`src/ts_mon_pkg.sv`:
```
// package: constants and carriers for the transport stream monitor
package ts_mon_pkg;

  // ---------------------------------------------------------------
  // register map (byte addresses)
  // ---------------------------------------------------------------
  localparam logic [3:0] CTRL_OFS = 4'h0;   // control, read/write
  localparam logic [3:0] STATUS_OFS = 4'h4; // status, read only

  // control fields
  localparam int ILV_SEL_POS = 0;   // interleave selection, 2 bits
  localparam int RS_SEL_POS = 2;    // reed-solomon selection, 2 bits
  localparam int SCR_SEL_POS = 4;   // scrambling selection, 2 bits
  localparam int LINK_POS = 8;      // alarm_source_link
  localparam logic [8:0] CTRL_RST = 9'h000; // all centred, link out

  // selection switch positions
  localparam logic [1:0] SEL_CENTRE = 2'h0; // bypass
  localparam logic [1:0] SEL_UP = 2'h1;     // decode path
  localparam logic [1:0] SEL_DOWN = 2'h2;   // encode path

  // axi responses
  localparam logic [1:0] RESP_OKAY = 2'h0;
  localparam logic [1:0] RESP_SLVERR = 2'h2;

  // ---------------------------------------------------------------
  // stream constants
  // ---------------------------------------------------------------
  localparam logic [7:0] SYNC_BYTE = 8'h47;  // normal sync
  localparam logic [7:0] SYNC_INV = 8'hb8;   // inverted sync
  localparam logic [7:0] LEN_SHORT = 8'hbc;  // 188 bytes
  localparam logic [7:0] LEN_LONG = 8'hcc;   // 204 bytes
  localparam logic [2:0] MISS_LIMIT = 3'h2;  // misses to lose sync
  localparam logic [2:0] GOOD_LIMIT = 3'h5;  // hits to regain sync
  localparam logic [3:0] SCR_PERIOD = 4'h8;  // packets per group
  localparam logic [7:0] RS_T = 8'h08;       // correctable bytes

  // ---------------------------------------------------------------
  // timing
  // ---------------------------------------------------------------
  localparam int CLK_MHZ = 200;      // byte clock rate
  localparam int ERR_HOLD_MS = 300;  // least error lamp on-time
  localparam int LOSS_US = 10;       // silence before input loss
  localparam int ERR_HOLD_CYC = ERR_HOLD_MS * 1000 * CLK_MHZ;
  localparam int LOSS_CYC = LOSS_US * CLK_MHZ;

  // ---------------------------------------------------------------
  // carriers
  // ---------------------------------------------------------------
  typedef struct packed {
    logic input_loss; // no bytes arriving
    logic sync_loss;  // packet sync lost
    logic len188;     // short packets
    logic len204;     // long packets
    logic rs_err;     // uncorrectable packet seen
    logic scram;      // energy dispersal present
    logic rs_present; // parity bytes present
  } led_t;

  typedef struct packed {
    logic dec_ilv; // de-interleave
    logic dec_rs;  // rs decode
    logic dec_scr; // de-scramble
    logic enc_ilv; // interleave
    logic enc_rs;  // rs encode
    logic enc_scr; // scramble
  } proc_en_t;

endpackage

```
`src/retrig_hold.sv`:
```
// retriggerable hold: output stays high for a count after each trigger
`timescale 1ns/10ps
module retrig_hold #(
  parameter int COUNT = 16 // hold length in clock cycles
) (
  input wire logic clock,   // byte clock
  input wire logic arst_n,  // async reset, low
  input wire logic trigger, // restarts the hold
  output logic active       // high while holding
);
  localparam int W = $clog2(COUNT + 1);
  localparam logic [W-1:0] LAST = W'(COUNT - 1);

  logic [W-1:0] left; // cycles remaining

  // ---------------------------------------------------------------
  // counter
  // ---------------------------------------------------------------
  // reload on trigger, else count down to zero
  always_ff @(posedge clock or negedge arst_n)
  begin
    if (!arst_n)
    begin
      left <= '0;
      active <= 1'b0;
    end
    else if (trigger)
    begin
      left <= LAST;
      active <= 1'b1;
    end
    else if (left != '0)
    begin
      left <= left - W'(1);
    end
    else
    begin
      active <= 1'b0;
    end
  end
endmodule

```
`src/ts_input_status_monitor.sv`:
```
// transport stream input status monitor with axi4-lite registers
//
// The implementer's own choices: the address map and the AXI4-Lite register port.
`timescale 1ns/10ps
module ts_input_status_monitor #(
  parameter int ERR_HOLD = ts_mon_pkg::ERR_HOLD_CYC, // error hold cycles
  parameter int LOSS_HOLD = ts_mon_pkg::LOSS_CYC     // silence cycles
) (
  input wire logic clock,                   // 200 mhz byte clock
  input wire logic arst_n,                  // async reset, low
  input wire logic [3:0] s_axi_awaddr,      // write address
  input wire logic s_axi_awvalid,           // write address valid
  output logic s_axi_awready,               // write address ready
  input wire logic [31:0] s_axi_wdata,      // write data
  input wire logic [3:0] s_axi_wstrb,       // write strobes
  input wire logic s_axi_wvalid,            // write data valid
  output logic s_axi_wready,                // write data ready
  output logic [1:0] s_axi_bresp,           // write response
  output logic s_axi_bvalid,                // write response valid
  input wire logic s_axi_bready,            // write response ready
  input wire logic [3:0] s_axi_araddr,      // read address
  input wire logic s_axi_arvalid,           // read address valid
  output logic s_axi_arready,               // read address ready
  output logic [31:0] s_axi_rdata,          // read data
  output logic [1:0] s_axi_rresp,           // read response
  output logic s_axi_rvalid,                // read data valid
  input wire logic s_axi_rready,            // read data ready
  input wire logic byte_valid,              // aligned byte strobe
  input wire logic [7:0] byte_data,         // aligned stream byte
  input wire logic rs_pkt_done,             // decoder packet end
  input wire logic [7:0] rs_pkt_errs,       // bad bytes in packet
  input wire logic g703_valid,              // telecom output valid
  output ts_mon_pkg::led_t leds,            // front lamps
  output logic relay_close,                 // close com to n/o
  output ts_mon_pkg::proc_en_t proc_en      // path enables
);

  // ---------------------------------------------------------------
  // declarations
  // ---------------------------------------------------------------
  typedef enum logic [1:0] {HUNT, CHECK, TRACK} sync_state_t;

  sync_state_t state;          // sync tracker state
  logic [7:0] pos;             // byte position, 0 is sync
  logic [7:0] len;             // locked packet length
  logic [2:0] miss_run;        // consecutive missed syncs
  logic [2:0] good_run;        // consecutive good syncs
  logic sync_lost;             // sync loss condition
  logic [3:0] since_inv;       // packets since inverted sync
  logic scram;                 // scrambling detected
  logic tail_nz;               // nonzero byte in tail
  logic rs_present;            // parity detected
  logic [8:0] ctrl;            // control register
  logic rx_active;             // bytes seen recently
  logic err_hold;              // error lamp stretch
  logic input_lost;            // no input
  logic blank;                 // lamps blanked
  logic is_sync;               // byte is a sync value
  logic at_sync;               // byte at expected sync slot
  logic [3:0] aw_addr;         // held write address
  logic aw_full;               // write address held
  logic [31:0] w_data;         // held write data
  logic [3:0] w_strb;          // held write strobes
  logic w_full;                // write data held
  logic uncorrectable;         // packet beyond correction

  assign is_sync = (byte_data == ts_mon_pkg::SYNC_BYTE) ||
                   (byte_data == ts_mon_pkg::SYNC_INV);
  assign at_sync = byte_valid && (state == TRACK) && (pos == 8'h00);
  assign input_lost = !rx_active;
  assign blank = input_lost || sync_lost;
  assign uncorrectable = rs_pkt_done && (rs_pkt_errs > ts_mon_pkg::RS_T);

  // ---------------------------------------------------------------
  // activity and error stretchers
  // ---------------------------------------------------------------
  // bytes keep the activity hold alive
  retrig_hold #(
    .COUNT(LOSS_HOLD)
  ) u_loss (
    .clock(clock),
    .arst_n(arst_n),
    .trigger(byte_valid),
    .active(rx_active)
  );

  // each uncorrectable packet restarts the lamp hold
  retrig_hold #(
    .COUNT(ERR_HOLD)
  ) u_err (
    .clock(clock),
    .arst_n(arst_n),
    .trigger(uncorrectable),
    .active(err_hold)
  );

  // ---------------------------------------------------------------
  // packet sync tracker
  // ---------------------------------------------------------------
  // hunt for a sync, confirm spacing, then track slots
  always_ff @(posedge clock or negedge arst_n)
  begin
    if (!arst_n)
    begin
      state <= HUNT;
      pos <= 8'h00;
      len <= ts_mon_pkg::LEN_SHORT;
    end
    else if (input_lost && !byte_valid)
    begin
      state <= HUNT;
      pos <= 8'h00;
    end
    else if (byte_valid)
    begin
      case (state)
        HUNT:
        begin
          // first candidate sync starts a spacing check
          if (is_sync)
          begin
            state <= CHECK;
            pos <= 8'h01;
          end
        end
        CHECK:
        begin
          // a sync exactly 188 or 204 bytes later fixes length
          if (is_sync && pos == ts_mon_pkg::LEN_SHORT)
          begin
            state <= TRACK;
            len <= ts_mon_pkg::LEN_SHORT;
            pos <= 8'h01;
          end
          else if (pos == ts_mon_pkg::LEN_LONG)
          begin
            state <= is_sync ? TRACK : HUNT;
            len <= ts_mon_pkg::LEN_LONG;
            pos <= 8'h01;
          end
          else
          begin
            pos <= pos + 8'h01;
          end
        end
        TRACK:
        begin
          // lost sync sends us back to hunting
          if (pos == 8'h00 && !is_sync && miss_run == 3'h1)
          begin
            state <= HUNT;
            pos <= 8'h00;
          end
          else
          begin
            pos <= (pos == len - 8'h01) ? 8'h00 : pos + 8'h01;
          end
        end
        default:
        begin
          state <= HUNT;
          pos <= 8'h00;
        end
      endcase
    end
  end

  // ---------------------------------------------------------------
  // sync loss and recovery counts
  // ---------------------------------------------------------------
  // loss after two misses, recovery after five hits
  always_ff @(posedge clock or negedge arst_n)
  begin
    if (!arst_n)
    begin
      miss_run <= 3'h0;
      good_run <= 3'h0;
      sync_lost <= 1'b1;
    end
    else if (input_lost && !byte_valid)
    begin
      miss_run <= 3'h0;
      good_run <= 3'h0;
      sync_lost <= 1'b1;
    end
    else if (byte_valid && state == CHECK && is_sync &&
             (pos == ts_mon_pkg::LEN_SHORT || pos == ts_mon_pkg::LEN_LONG))
    begin
      // the confirming sync is the second good one in a row
      good_run <= 3'h2;
      miss_run <= 3'h0;
    end
    else if (at_sync && is_sync)
    begin
      miss_run <= 3'h0;
      if (good_run != ts_mon_pkg::GOOD_LIMIT)
      begin
        good_run <= good_run + 3'h1;
      end
      if (good_run + 3'h1 >= ts_mon_pkg::GOOD_LIMIT)
      begin
        sync_lost <= 1'b0;
      end
    end
    else if (at_sync)
    begin
      good_run <= 3'h0;
      miss_run <= miss_run + 3'h1;
      if (miss_run + 3'h1 >= ts_mon_pkg::MISS_LIMIT)
      begin
        sync_lost <= 1'b1;
        miss_run <= 3'h0;
      end
    end
  end

  // ---------------------------------------------------------------
  // scrambling detector
  // ---------------------------------------------------------------
  // inverted sync must recur exactly every eighth packet
  always_ff @(posedge clock or negedge arst_n)
  begin
    if (!arst_n)
    begin
      since_inv <= 4'h0;
      scram <= 1'b0;
    end
    else if (blank && !at_sync)
    begin
      since_inv <= 4'h0;
      scram <= 1'b0;
    end
    else if (at_sync && byte_data == ts_mon_pkg::SYNC_INV)
    begin
      scram <= (since_inv == ts_mon_pkg::SCR_PERIOD);
      since_inv <= 4'h1;
    end
    else if (at_sync && byte_data == ts_mon_pkg::SYNC_BYTE)
    begin
      // an eighth plain sync in a row means no scrambling group
      if (since_inv >= ts_mon_pkg::SCR_PERIOD)
      begin
        scram <= 1'b0;
      end
      if (since_inv != 4'hf)
      begin
        since_inv <= since_inv + 4'h1;
      end
    end
  end

  // ---------------------------------------------------------------
  // parity presence detector
  // ---------------------------------------------------------------
  // or the sixteen trailing bytes of long packets together
  always_ff @(posedge clock or negedge arst_n)
  begin
    if (!arst_n)
    begin
      tail_nz <= 1'b0;
      rs_present <= 1'b0;
    end
    else if (state != TRACK || len != ts_mon_pkg::LEN_LONG)
    begin
      tail_nz <= 1'b0;
      rs_present <= 1'b0;
    end
    else if (at_sync)
    begin
      // packet boundary: judge the finished tail
      rs_present <= tail_nz;
      tail_nz <= 1'b0;
    end
    else if (byte_valid && pos >= ts_mon_pkg::LEN_SHORT)
    begin
      tail_nz <= tail_nz || (byte_data != 8'h00);
    end
  end

  // ---------------------------------------------------------------
  // lamps, relay and path enables
  // ---------------------------------------------------------------
  // every output registered; all lamps but the two loss lamps dark while blanked
  always_ff @(posedge clock or negedge arst_n)
  begin
    if (!arst_n)
    begin
      leds <= '0;
      relay_close <= 1'b0;
    end
    else
    begin
      leds.input_loss <= input_lost;
      leds.sync_loss <= sync_lost;
      leds.len188 <= !blank && len == ts_mon_pkg::LEN_SHORT;
      leds.len204 <= !blank && len == ts_mon_pkg::LEN_LONG;
      leds.rs_err <= !blank && err_hold;
      leds.scram <= !blank && scram;
      leds.rs_present <= !blank && rs_present;
      if (ctrl[ts_mon_pkg::LINK_POS])
      begin
        relay_close <= !g703_valid;
      end
      else
      begin
        relay_close <= sync_lost;
      end
    end
  end

  // decode each selection into one path or neither
  always_ff @(posedge clock or negedge arst_n)
  begin
    if (!arst_n)
    begin
      proc_en <= '0;
    end
    else
    begin
      proc_en.dec_ilv <= ctrl[ts_mon_pkg::ILV_SEL_POS +: 2] == ts_mon_pkg::SEL_UP;
      proc_en.dec_rs <= ctrl[ts_mon_pkg::RS_SEL_POS +: 2] == ts_mon_pkg::SEL_UP;
      proc_en.dec_scr <= ctrl[ts_mon_pkg::SCR_SEL_POS +: 2] == ts_mon_pkg::SEL_UP;
      proc_en.enc_ilv <= ctrl[ts_mon_pkg::ILV_SEL_POS +: 2] == ts_mon_pkg::SEL_DOWN;
      proc_en.enc_rs <= ctrl[ts_mon_pkg::RS_SEL_POS +: 2] == ts_mon_pkg::SEL_DOWN;
      proc_en.enc_scr <= ctrl[ts_mon_pkg::SCR_SEL_POS +: 2] == ts_mon_pkg::SEL_DOWN;
    end
  end

  // ---------------------------------------------------------------
  // axi4-lite write channel
  // ---------------------------------------------------------------
  // address and data taken in any order, answer when both held
  always_ff @(posedge clock or negedge arst_n)
  begin
    if (!arst_n)
    begin
      s_axi_awready <= 1'b1;
      s_axi_wready <= 1'b1;
      s_axi_bvalid <= 1'b0;
      s_axi_bresp <= ts_mon_pkg::RESP_OKAY;
      aw_full <= 1'b0;
      w_full <= 1'b0;
      aw_addr <= 4'h0;
      w_data <= 32'h0;
      w_strb <= 4'h0;
      ctrl <= ts_mon_pkg::CTRL_RST;
    end
    else
    begin
      if (s_axi_awvalid && s_axi_awready)
      begin
        aw_addr <= s_axi_awaddr;
        aw_full <= 1'b1;
        s_axi_awready <= 1'b0;
      end
      if (s_axi_wvalid && s_axi_wready)
      begin
        w_data <= s_axi_wdata;
        w_strb <= s_axi_wstrb;
        w_full <= 1'b1;
        s_axi_wready <= 1'b0;
      end
      if (aw_full && w_full && !s_axi_bvalid)
      begin
        // perform the write and raise the response
        s_axi_bvalid <= 1'b1;
        s_axi_bresp <= ts_mon_pkg::RESP_OKAY;
        if (aw_addr == ts_mon_pkg::CTRL_OFS)
        begin
          if (w_strb[0])
          begin
            ctrl[7:0] <= w_data[7:0];
          end
          if (w_strb[1])
          begin
            ctrl[8] <= w_data[8];
          end
        end
        else if (aw_addr != ts_mon_pkg::STATUS_OFS)
        begin
          s_axi_bresp <= ts_mon_pkg::RESP_SLVERR; // unmapped
        end
      end
      if (s_axi_bvalid && s_axi_bready)
      begin
        s_axi_bvalid <= 1'b0;
        aw_full <= 1'b0;
        w_full <= 1'b0;
        s_axi_awready <= 1'b1;
        s_axi_wready <= 1'b1;
      end
    end
  end

  // ---------------------------------------------------------------
  // axi4-lite read channel
  // ---------------------------------------------------------------
  // data one cycle after the address is taken
  always_ff @(posedge clock or negedge arst_n)
  begin
    if (!arst_n)
    begin
      s_axi_arready <= 1'b1;
      s_axi_rvalid <= 1'b0;
      s_axi_rdata <= 32'h0;
      s_axi_rresp <= ts_mon_pkg::RESP_OKAY;
    end
    else if (s_axi_arvalid && s_axi_arready)
    begin
      s_axi_arready <= 1'b0;
      s_axi_rvalid <= 1'b1;
      s_axi_rresp <= ts_mon_pkg::RESP_OKAY;
      case (s_axi_araddr)
        ts_mon_pkg::CTRL_OFS: s_axi_rdata <= {23'h0, ctrl};
        ts_mon_pkg::STATUS_OFS: s_axi_rdata <= {16'h0, len, 1'b0, leds};
        default:
        begin
          s_axi_rdata <= 32'h0;
          s_axi_rresp <= ts_mon_pkg::RESP_SLVERR;
        end
      endcase
    end
    else if (s_axi_rvalid && s_axi_rready)
    begin
      s_axi_rvalid <= 1'b0;
      s_axi_arready <= 1'b1;
    end
  end

endmodule

```
`config.mk`:
```
export PLATFORM = sky130hd
export DESIGN_NAME = ts_input_status_monitor
export DESIGN_NICKNAME = d
export VERILOG_FILES = /design/src/ts_mon_pkg.sv /design/src/retrig_hold.sv /design/src/ts_input_status_monitor.sv
export SDC_FILE = /design/constraint.sdc
export NUM_CORES = 1
export LEC_CHECK = 0
export BUFFER_PORTS_ARGS = -buffer_cell sky130_fd_sc_hd__buf_4
export CAP_MARGIN = 20
export CORE_MARGIN = 3
export CORE_UTILIZATION = 50
export CTS_BUF_LIST = sky130_fd_sc_hd__clkbuf_2
export CTS_CLUSTER_DIAMETER = 30
export DETAILED_ROUTE_END_ITERATION = 7
export HOLD_SLACK_MARGIN = 0.12
export PLACE_DENSITY_LB_ADDON = 0.3
export SLEW_MARGIN = 40
export SYNTH_ARGS = -nofsm -noshare
export SYNTH_HDL_FRONTEND = slang
export SYNTH_SLANG_ARGS = --single-unit
```
`constraint.sdc`:
```
create_clock -name clock -period 3.1 [get_ports clock]
set_input_delay 0.31 -clock clock [delete_from_list [all_inputs] [get_ports clock]]
set_output_delay 0.31 -clock clock [all_outputs]
set_load 0.005 [all_outputs]
```
==> results.yml, run 1 <==
run_status:
  status: "finished, final reports clean"
clock_tree:
  htreeDepth: 4
  clock_latency_ns: 0.66
  cts_tree: "done"
  path_clk_slew_ns: 0.19
  clkSinkCount: 124
  root_buffer: "clkbuf_2"
  post_cts_resized: 0
  cts_buffers: 17
  cts_max_path_buffers: 2
finish:
  syn_to_final_growth_pct: 20.5
  drive_above_1_share_pct: 22.1
  nets: 788
  fill_cells: 952
  final_cell_mix: "dfrtp_1, buf_4, nand2_1, nor2_1, dlygate4sd3_1"
  antenna_cells: 0
  layout_commonest_cell: "dfrtp_1"
  design_area_sq_mm: 0.00735
timing:
  hold_violations: 0
  slew_violations: 0
  min_period_ns: 2.56
  tns_ns: 0
  max_freq_mhz: 390
  setup_ws_ns: 0.536
  slew_headroom_pct: 50.5
  clock_skew_ns: 0.0319
  setup_viol: 0
  worst_pin_slew_ns: 0.733
  fin_crit_sh_pct: 82.7
  rsz0062_at_grt: "false"
global_route:
  grt_overflow: 0
  antenna_found_initial: 0
  use_met1_pct: 25.8
  grt_busiest_layer: "met2"
  use_met3_pct: 4.30
  grt_usage_pct: 20.6
  grt_pass1_vias: 4710
  grt_start_max_net_pins: 67
  use_met2_pct: 35.5
  grt_pass1_wl_um: 22100
placement:
  dp_worst_setup_slack_ns: 0.505
  postPlaceCellArea_sq_mm: 0.00677
  post-dp-hpwl_um: 9230
  io_buffers: 80
  place_congestion: 0.904
routing:
  drtIter0Drc: 252
  drc: 0
  wl_per_cell_um: 15.5
  wl_um: 13400
  via_per_inst: 5.58
  drt_pass1_iterations: 5
  ant_nets: 0
  vias: 4813
synthesis:
  synthCells: 588
  ys_warn_count: 0
  ys_seq_area_share_pct: 51.0
  syn_area_sq_mm: 0.00610
  synth_edf_count: 0
  async_flop_share_pct: 100
  ys_types: 60
  ys_ff_latch: 124
  avgSynthCellArea_sq_um: 10.4
  synth_ff_type: "dfrtp_1"
setup_path:
  start_kind: "flop"
  crit_fanout: 15
  r2r_cells: 4
  arrival_ns: 3.16
  r2r_start: "s_axi_arready"
  r2r_end: "s_axi_rdata[4]"
  critPathRequiredTime_ns: 3.69
  r2r_slack_ns: 0.54
  critical_path_class: "flop to flop"
  worstSetupEndpointType: "flop"
die:
  io_pins: 125
  die-height_um: 116
  initial_utilization_pct: 52.3
  coreArea_sq_mm: 0.0117
  die-area_sq_mm: 0.0136
  fp-row-count: 39
  die_w_um: 116
min_path:
  hold_path_class: "input port to flop"
  holdPathEnd: "u_err.left[18]"
  hold-path-cell-count: 5
  min_from: "rs_pkt_errs[7]"
power:
  pwr-share-comb_pct: 20.5
  p_switching_mw: 1.17
  clkPwrFrac_pct: 24.9
  p_per_area_mw_per_mm2: 531
  p_leak_nw: 3.26
  irDropWorstVdd_mv: 0.270
  p_total_mw: 3.90
  pwr-share-seq_pct: 54.6
  internal_power_mw: 2.72
  switching_share_pct: 30.1
run:
  drv_cap: 0
[power groups by stage]
stage / Sequential [mW] / Combinational [mW] / Clock (mW)
finish: 2.13 / 0.800 / 0.971
global route: 2.17 / 0.891 / 1.06
CTS: 2.12 / 0.805 / 1.00
detailed placement: 2.15 / 0.757 / 0
global placement: 2.14 / 0.732 / 0
floorplan: 2.10 / 0.487 / 0
[flip-flops by register name, indices dropped and copies added, names as in the netlist, 4 cells and up]
register / cells
u_err.left: 26
s_axi_rdata: 12
u_loss.left: 11
ctrl: 9
w_data: 9
pos: 8
leds: 7
proc_en: 6
aw_addr: 4
since_inv: 4
[worst max path at each step]
stage	endpoint	startpoint	cells after the start	slack (ns)
2_1_floorplan	u_err.left[22]	u_err.left[4]	7	0.82
3_3_place_gp	pos[4]	byte_data[1]	7	0.50
3_5_place_dp	pos[4]	byte_data[1]	7	0.50
4_1_cts	u_loss.left[6]	u_loss.left[0]	8	0.53
5_1_grt	u_loss.left[6]	u_loss.left[0]	8	0.32
6_report	s_axi_rdata[4]	s_axi_arready	4	0.54
[routing by layer]
layer | up-vias | routed length (um)
met5 | - | 0
met4 | 0 | 186
met3 | 15 | 567
met2 | 104 | 6760
met1 | 2384 | 5840
li1 | 2310 | -
[through the flow]
step,std cells,hold WS [ns],utilization [%]
final,862,0.246,63.0
after CTS,862,0.189,63.1
after global routing,862,0.253,63.0
after detailed placement,795,0.317,58.1
after global placement,795,0.308,58.0
after floorplan,606,0.0144,-
[worst max-delay path, stage by stage (launching register included)]
cell and delay, ns:
dfstp_2 0.60, nand2_1 0.33, or4_1 0.63, dlygate4sd3_1 0.72, o21ai_0 0.22
[cell type report]
type / count / area [sq um] / area share, %
clock buffers: 17 / 85.1 / 1.16
flip-flops and latches: 124 / 3110 / 42.3
well taps: 143 / 179 / 2.43
multi-input cells: 421 / 2750 / 37.4
inverters: 21 / 78.8 / 1.07
clock inverters: 15 / 149 / 2.03
repair buffers: 121 / 1000 / 13.7
[cell families after synthesis]
group           after synthesis  synth area share (%)
simple gates                222                  20.0
flops                       124                  51.0
compound gates              109                  11.7
buf+inv                      61                  5.19
mux                          33                  5.91
xor+xnor                     26                  3.73
fa+ha+maj                    12                  2.46
other cells                   1                0.0615
[synthesized netlist by cell type, types with 5 or more instances]
library cell,number,area share [%]
nand2b_1,8,0.82
nor3_1,14,1.1
xor2_1,18,2.6
o21ai_0,27,2.2
inv_1,21,1.3
dfstp_2,5,2.2
buf_4,23,2.8
nand4b_1,6,0.86
o31ai_1,6,0.74
and3_1,8,0.82
a211oi_1,5,0.62
a21oi_1,26,2.1
mux2_2,24,4.4
xnor2_1,8,1.1
nor2b_1,11,1.1
ha_1,12,2.5
nand4_1,10,1.0
nand2_1,58,3.6
clkbuf_1,14,0.86
or3_1,9,0.92
or4_1,9,1.1
nor2_1,37,2.3
mux2i_1,9,1.5
dfrtp_1,119,49
nor4_1,11,1.1
nand3_1,16,1.3
[what timing repair did]
action,in CTS,in global routing
buffers inserted,0,0
hold buffers,35,0
hold endpoints to repair,180,0
Note: power is estimated with default switching activity, not from simulation.
==> run 2: changes to the inputs <==
==> constraint.sdc (replaced) <==
create_clock -name clock -period 2.49 [get_ports clock]
set_input_delay 0.249 -clock clock [delete_from_list [all_inputs] [get_ports clock]]
set_output_delay 0.249 -clock clock [all_outputs]
set_load 0.005 [all_outputs]
==> run 2 against run 1 <==
Effect of this change:
- first-iteration DRC count is 12% higher
- clock skew fell by 0.0073 ns
- cell count is 2.0% higher
- critical path type is now input port to flop
- non-clock buffer count grew 17
- largest power group unchanged
- setup slack worse by 0.50 ns
- clock power increased by 26%
==> results.yml, run 2 (same netlist as run 1, synthesis figures left out) <==
finish:
  antenna_cells: 0
  largest_reg_flops: 26
  final_cell_mix: "dfrtp_1, buf_4, nand2_1, nor2_1, dlygate4sd3_1"
  nets: 805
  reg_top3: "u_err.left x26, s_axi_rdata x12, u_loss.left x11"
  regMostFlops: "u_err.left"
  fin_cells: 879
  syn_to_final_growth_pct: 23.4
  layout_commonest_cell: "dfrtp_1"
  drive_above_1_share_pct: 23.6
timing:
  slew_headroom_pct: 48.0
  slew_violations: 0
  max_freq_mhz: 408
  tns_ns: 0
  hold_violations: 0
  holdWs_ns: 0.188
  min_period_ns: 2.45
  worst_pin_slew_ns: 0.770
  clock_skew_ns: 0.0246
  setup_viol: 0
  setup_ws_ns: 0.0378
  rsz0062_at_grt: "false"
  fin_crit_sh_pct: 98.5
routing:
  vias: 4882
  drt_pass1_iterations: 4
  drc: 0
  wl_um: 13600
  wl_per_cell_um: 15.5
  via_per_inst: 5.55
  ant_nets: 0
  drtIter0Drc: 283
clock_tree:
  path_clk_slew_ns: 0.19
  cts_buffers: 17
  clock_latency_ns: 0.66
  root_buffer: "clkbuf_2"
  cts_tree: "done"
  clkSinkCount: 124
  cts_setup_buffers: 0
  cts_max_path_buffers: 2
  htreeDepth: 4
run:
  drv_cap: 0
power:
  pwr-share-seq_pct: 53.9
  p_per_area_mw_per_mm2: 653
  p_total_mw: 4.92
  irDropWorstVdd_mv: 0.429
  internal_power_mw: 3.42
  switching_share_pct: 30.4
  clkPwrFrac_pct: 24.9
  p_leak_nw: 3.38
  pwr-share-comb_pct: 21.2
  p_switching_mw: 1.49
global_route:
  grt_usage_pct: 20.9
  use_met1_pct: 26.7
  grt_pass1_wl_um: 22300
  grt_overflow: 0
  grt_start_max_net_pins: 59
  antenna_found_initial: 0
  grt_pass1_vias: 4689
  grt_busiest_layer: "met2"
  use_met2_pct: 34.9
  use_met3_pct: 6.11
placement:
  dp.cells: 809
  place_congestion: 0.867
  dp_worst_setup_slack_ns: 0.163
  post-dp-hpwl_um: 9430
  io_buffers: 80
setup_path:
  critPathRequiredTime_ns: 3.04
  critical_path_class: "input port to flop"
  worstSetupEndpointType: "flop"
  arrival_ns: 3.00
  crit_fanout: 12
  start_kind: "input port"
die:
  die-height_um: 116
  die_w_um: 116
  coreArea_sq_mm: 0.0117
  io_pins: 125
  initial_utilization_pct: 52.3
  fp-row-count: 39
  die-area_sq_mm: 0.0136
run_status:
  status: "finished, final reports clean"
min_path:
  hold_path_class: "input port to flop"
run 2: metal layers:
metal	vias to the layer above	wire length (um)	part of all wire (%)
li1	2349	-	-
met1	2402	6040	44
met2	113	6840	50
met3	18	560	4.1
met4	0	197	1.4
met5	-	0	0
run 2: worst paths after layout:
check	cells after the start	to	slack [ns]	from
setup reg to reg	6	u_err.left[22]	0.13	u_err.left[4]
min in group asynchronous	3	s_axi_awready	0.65	arst_n
setup / recovery	11	pos[3]	0.04	byte_data[7]
hold reg to reg	0	leds[5]	0.44	sync_lost
max in group asynchronous	4	sync_lost	1.45	arst_n
hold / removal	5	u_err.left[19]	0.19	rs_pkt_errs[4]
run 2: layout make-up:
class                   instances  area, sq um
clock buffers                  17         85.1
clock inverters                15          149
fillers                       933         4140
inverters                      21         78.8
multi-input cells             421         2770
flip-flops and latches        124         3110
well taps                     143          179
repair buffers                138         1150
run 2: power by group through the flow:
stage | Sequential, mW | Combinational, mW | Clock (mW)
final | 2.65 | 1.04 | 1.22
after global routing | 2.70 | 1.16 | 1.36
after CTS | 2.64 | 1.04 | 1.26
after detailed placement | 2.68 | 0.976 | 0
after global placement | 2.66 | 0.940 | 0
after floorplan | 2.61 | 0.606 | 0
run 2: metrics by stage:
| stage | area (sq um) | util, % |
|---|---|---|
| floorplan | 6160 | - |
| global placement | 6870 | 58.9 |
| detailed placement | 6870 | 58.9 |
| CTS | 7490 | 64.3 |
| global route | 7520 | 64.5 |
| finish | 7520 | 64.5 |
run 2: what timing repair did:
action,4_1_cts,5_1_grt
hold endpoints to repair,186,0
gates resized for setup,0,3
endpoints found under the setup margin,0,7
hold buffers,38,0
run 2: worst max-delay path, cell delays in order:
cell and delay (ns):
dlygate4sd3_1 0.54, buf_4 0.14, nand4_1 0.07, dlygate4sd3_1 0.54, nor2_1 0.04, buf_4 0.16
o21ai_0 0.42, a21boi_0 0.16, buf_4 0.19, a21o_1 0.21, a211oi_1 0.27
==> run 3: changes to the inputs <==
--- a/config.mk
+++ b/config.mk
@@ -5,13 +5,13 @@
 export SDC_FILE = /design/constraint.sdc
 export NUM_CORES = 1
 export LEC_CHECK = 0
-export BUFFER_PORTS_ARGS = -buffer_cell sky130_fd_sc_hd__buf_4
 export CAP_MARGIN = 20
 export CORE_MARGIN = 3
 export CORE_UTILIZATION = 50
 export CTS_BUF_LIST = sky130_fd_sc_hd__clkbuf_2
 export CTS_CLUSTER_DIAMETER = 30
 export DETAILED_ROUTE_END_ITERATION = 7
+export DONT_BUFFER_PORTS = 1
 export HOLD_SLACK_MARGIN = 0.12
 export PLACE_DENSITY_LB_ADDON = 0.3
 export SLEW_MARGIN = 40
==> run 3 against run 2 <==
Effect of this change:
- the flow now finishes with violations (hold timing)
- first-iteration DRC count is 34% higher
- cell count is 8.8% lower
- sequential power about the same
- die area unchanged
- cell area shrank 8.6%
- clock power down 19%
- register-to-register slack better by 0.05 ns
- non-clock buffer count is 76 lower
- global-route usage down 0.55 points
- count of clock-buffer cells in the layout up 2
- largest cell class unchanged
==> results.yml, run 3 (same netlist as run 1, synthesis figures left out) <==
clock_tree:
  cts_tree: "done"
  htreeDepth: 4
  cts_buffers: 17
  clkSinkCount: 124
  root_buffer: "clkbuf_2"
  cts_setup_buffers: 0
  path_clk_slew_ns: 0.19
  cts_max_path_buffers: 2
  clock_latency_ns: 0.67
routing:
  drtIter0Drc: 379
  routed.top_layer: "met4"
  wl_met1_um: 5530
  dr_wl_met2_um: 6570
  vias: 4561
  wl_per_cell_um: 16.1
  ant_nets: 0
  wl_um: 12900
  drt_pass1_iterations: 5
  wl_met3_um: 676
  drc: 0
  via_per_inst: 5.69
die:
  die-height_um: 116
  die-area_sq_mm: 0.0136
  io_pins: 125
  fp-row-count: 39
  initial_utilization_pct: 52.3
  die_w_um: 116
  coreArea_sq_mm: 0.0117
timing:
  setup_viol: 0
  min_period_ns: 2.31
  worst_pin_slew_ns: 0.674
  slew_headroom_pct: 54.5
  max_freq_mhz: 433
  rsz0062_at_grt: "false"
  slew_violations: 0
  tns_ns: 0
  hold_violations: 124
  fin_crit_sh_pct: 92.7
  holdWs_ns: -0.755
  clock_skew_ns: 0.0328
finish:
  final_cell_mix: "dfrtp_1, nand2_1, dlygate4sd3_1, nor2_1, o21ai_0"
  fill_cells: 995
  reg_top3: "u_err.left x26, s_axi_rdata x12, u_loss.left x11"
  layout_commonest_cell: "dfrtp_1"
  largest_reg_flops: 26
  antenna_cells: 0
  drive_above_1_share_pct: 14.6
  design_area_sq_mm: 0.00687
  syn_to_final_growth_pct: 12.7
  regMostFlops: "u_err.left"
  fin_cells: 802
  nets: 729
  fin_util_pct: 58.9
global_route:
  grt_pass1_vias: 4630
  grt_overflow: 0
  antenna_found_initial: 0
  grt_start_max_net_pins: 125
  grt_usage_pct: 20.4
  grt_pass1_wl_um: 21800
setup_path:
  worstSetupEndpointType: "flop"
  start_kind: "flop"
  critPathMaxStageDelay_ns: 0.59
  critPathSlowestCell: "or4_4"
  critical_path_class: "flop to flop"
  critPathRequiredTime_ns: 3.07
  arrival_ns: 2.89
  crit_fanout: 6
  crit_chain: "or4_4 > nor4_4 > and2_2 > nand4b_4 > or4_1 > a21oi_1"
  r2r_cells: 6
power:
  pwr-share-seq_pct: 60.2
  pwr-share-comb_pct: 17.6
  p_switching_mw: 1.37
  switching_share_pct: 30.9
  p_leak_nw: 2.97
  internal_power_mw: 3.06
  p_per_area_mw_per_mm2: 644
  irDropWorstVdd_mv: 0.393
  clkPwrFrac_pct: 22.2
min_path:
  hold_path_class: "input port to async pin"
placement:
  postPlaceCellArea_sq_mm: 0.00626
  place_congestion: 0.873
  io_buffers: 0
  dp.cells: 729
  post-dp-hpwl_um: 8910
run:
  drv_cap: 0
run_status:
  status: "finished with violations"
  violations: "hold timing"
-- run 3: power by group through the flow --
stage	clock [mW]	combinational (mW)	sequential (mW)
global placement	0	0.661	2.68
CTS	1.03	0.771	2.66
finish	0.985	0.778	2.67
global route	1.14	0.887	2.73
detailed placement	0	0.692	2.70
floorplan	0	0.606	2.61
-- run 3: final cells by class --
type,count,area (sq um),area share [%]
Multi-Input combinational cell,421,2770,40.3
Timing Repair Buffer,62,566,8.23
Clock buffer,19,95.1,1.38
Clock inverter,12,77.6,1.13
Tap cell,143,179,2.60
Inverter,21,78.8,1.15
Sequential cell,124,3110,45.2
-- run 3: metrics by stage --
stage,power [mW],setup WS (ns)
final,4.43,0.181
after detailed placement,3.39,0.148
after global placement,3.34,0.205
after floorplan,3.22,0.209
after global routing,4.76,0.0142
after CTS,4.46,0.0718
-- run 3: what timing repair did --
| item | in CTS | in global routing |
|---|---|---|
| resized for setup | 0 | 4 |
| endpoints found under the hold margin | 223 | 146 |
| setup endpoints to repair | 0 | 13 |
| hold buffers | 40 | 3 |
-- run 3: worst max-delay path, delay by kind of cell, from the launching register on --
family          cells  cell delay [ns]
simple gates        5             1.63
flops               1             0.46
compound gates      1             0.15
-- run 3: worst paths after layout --
check                         startpoint             end  slack (ns)
max                        u_err.left[4]  u_err.left[22]        0.18
min                               arst_n  u_err.left[11]       -0.75
max reg2reg                u_err.left[4]  u_err.left[22]        0.18
min reg2reg                    sync_lost         leds[5]        0.43
max in group asynchronous         arst_n       sync_lost        2.98
min in group clock          byte_data[2]         tail_nz        0.21
-- run 3: metal layers --
metal | track usage (%) | vias up
met4 | 7.73 | 0
met1 | 26.0 | 2230
li1 | - | 2201
met5 | 0 | -
met3 | 4.61 | 17
met2 | 33.9 | 113
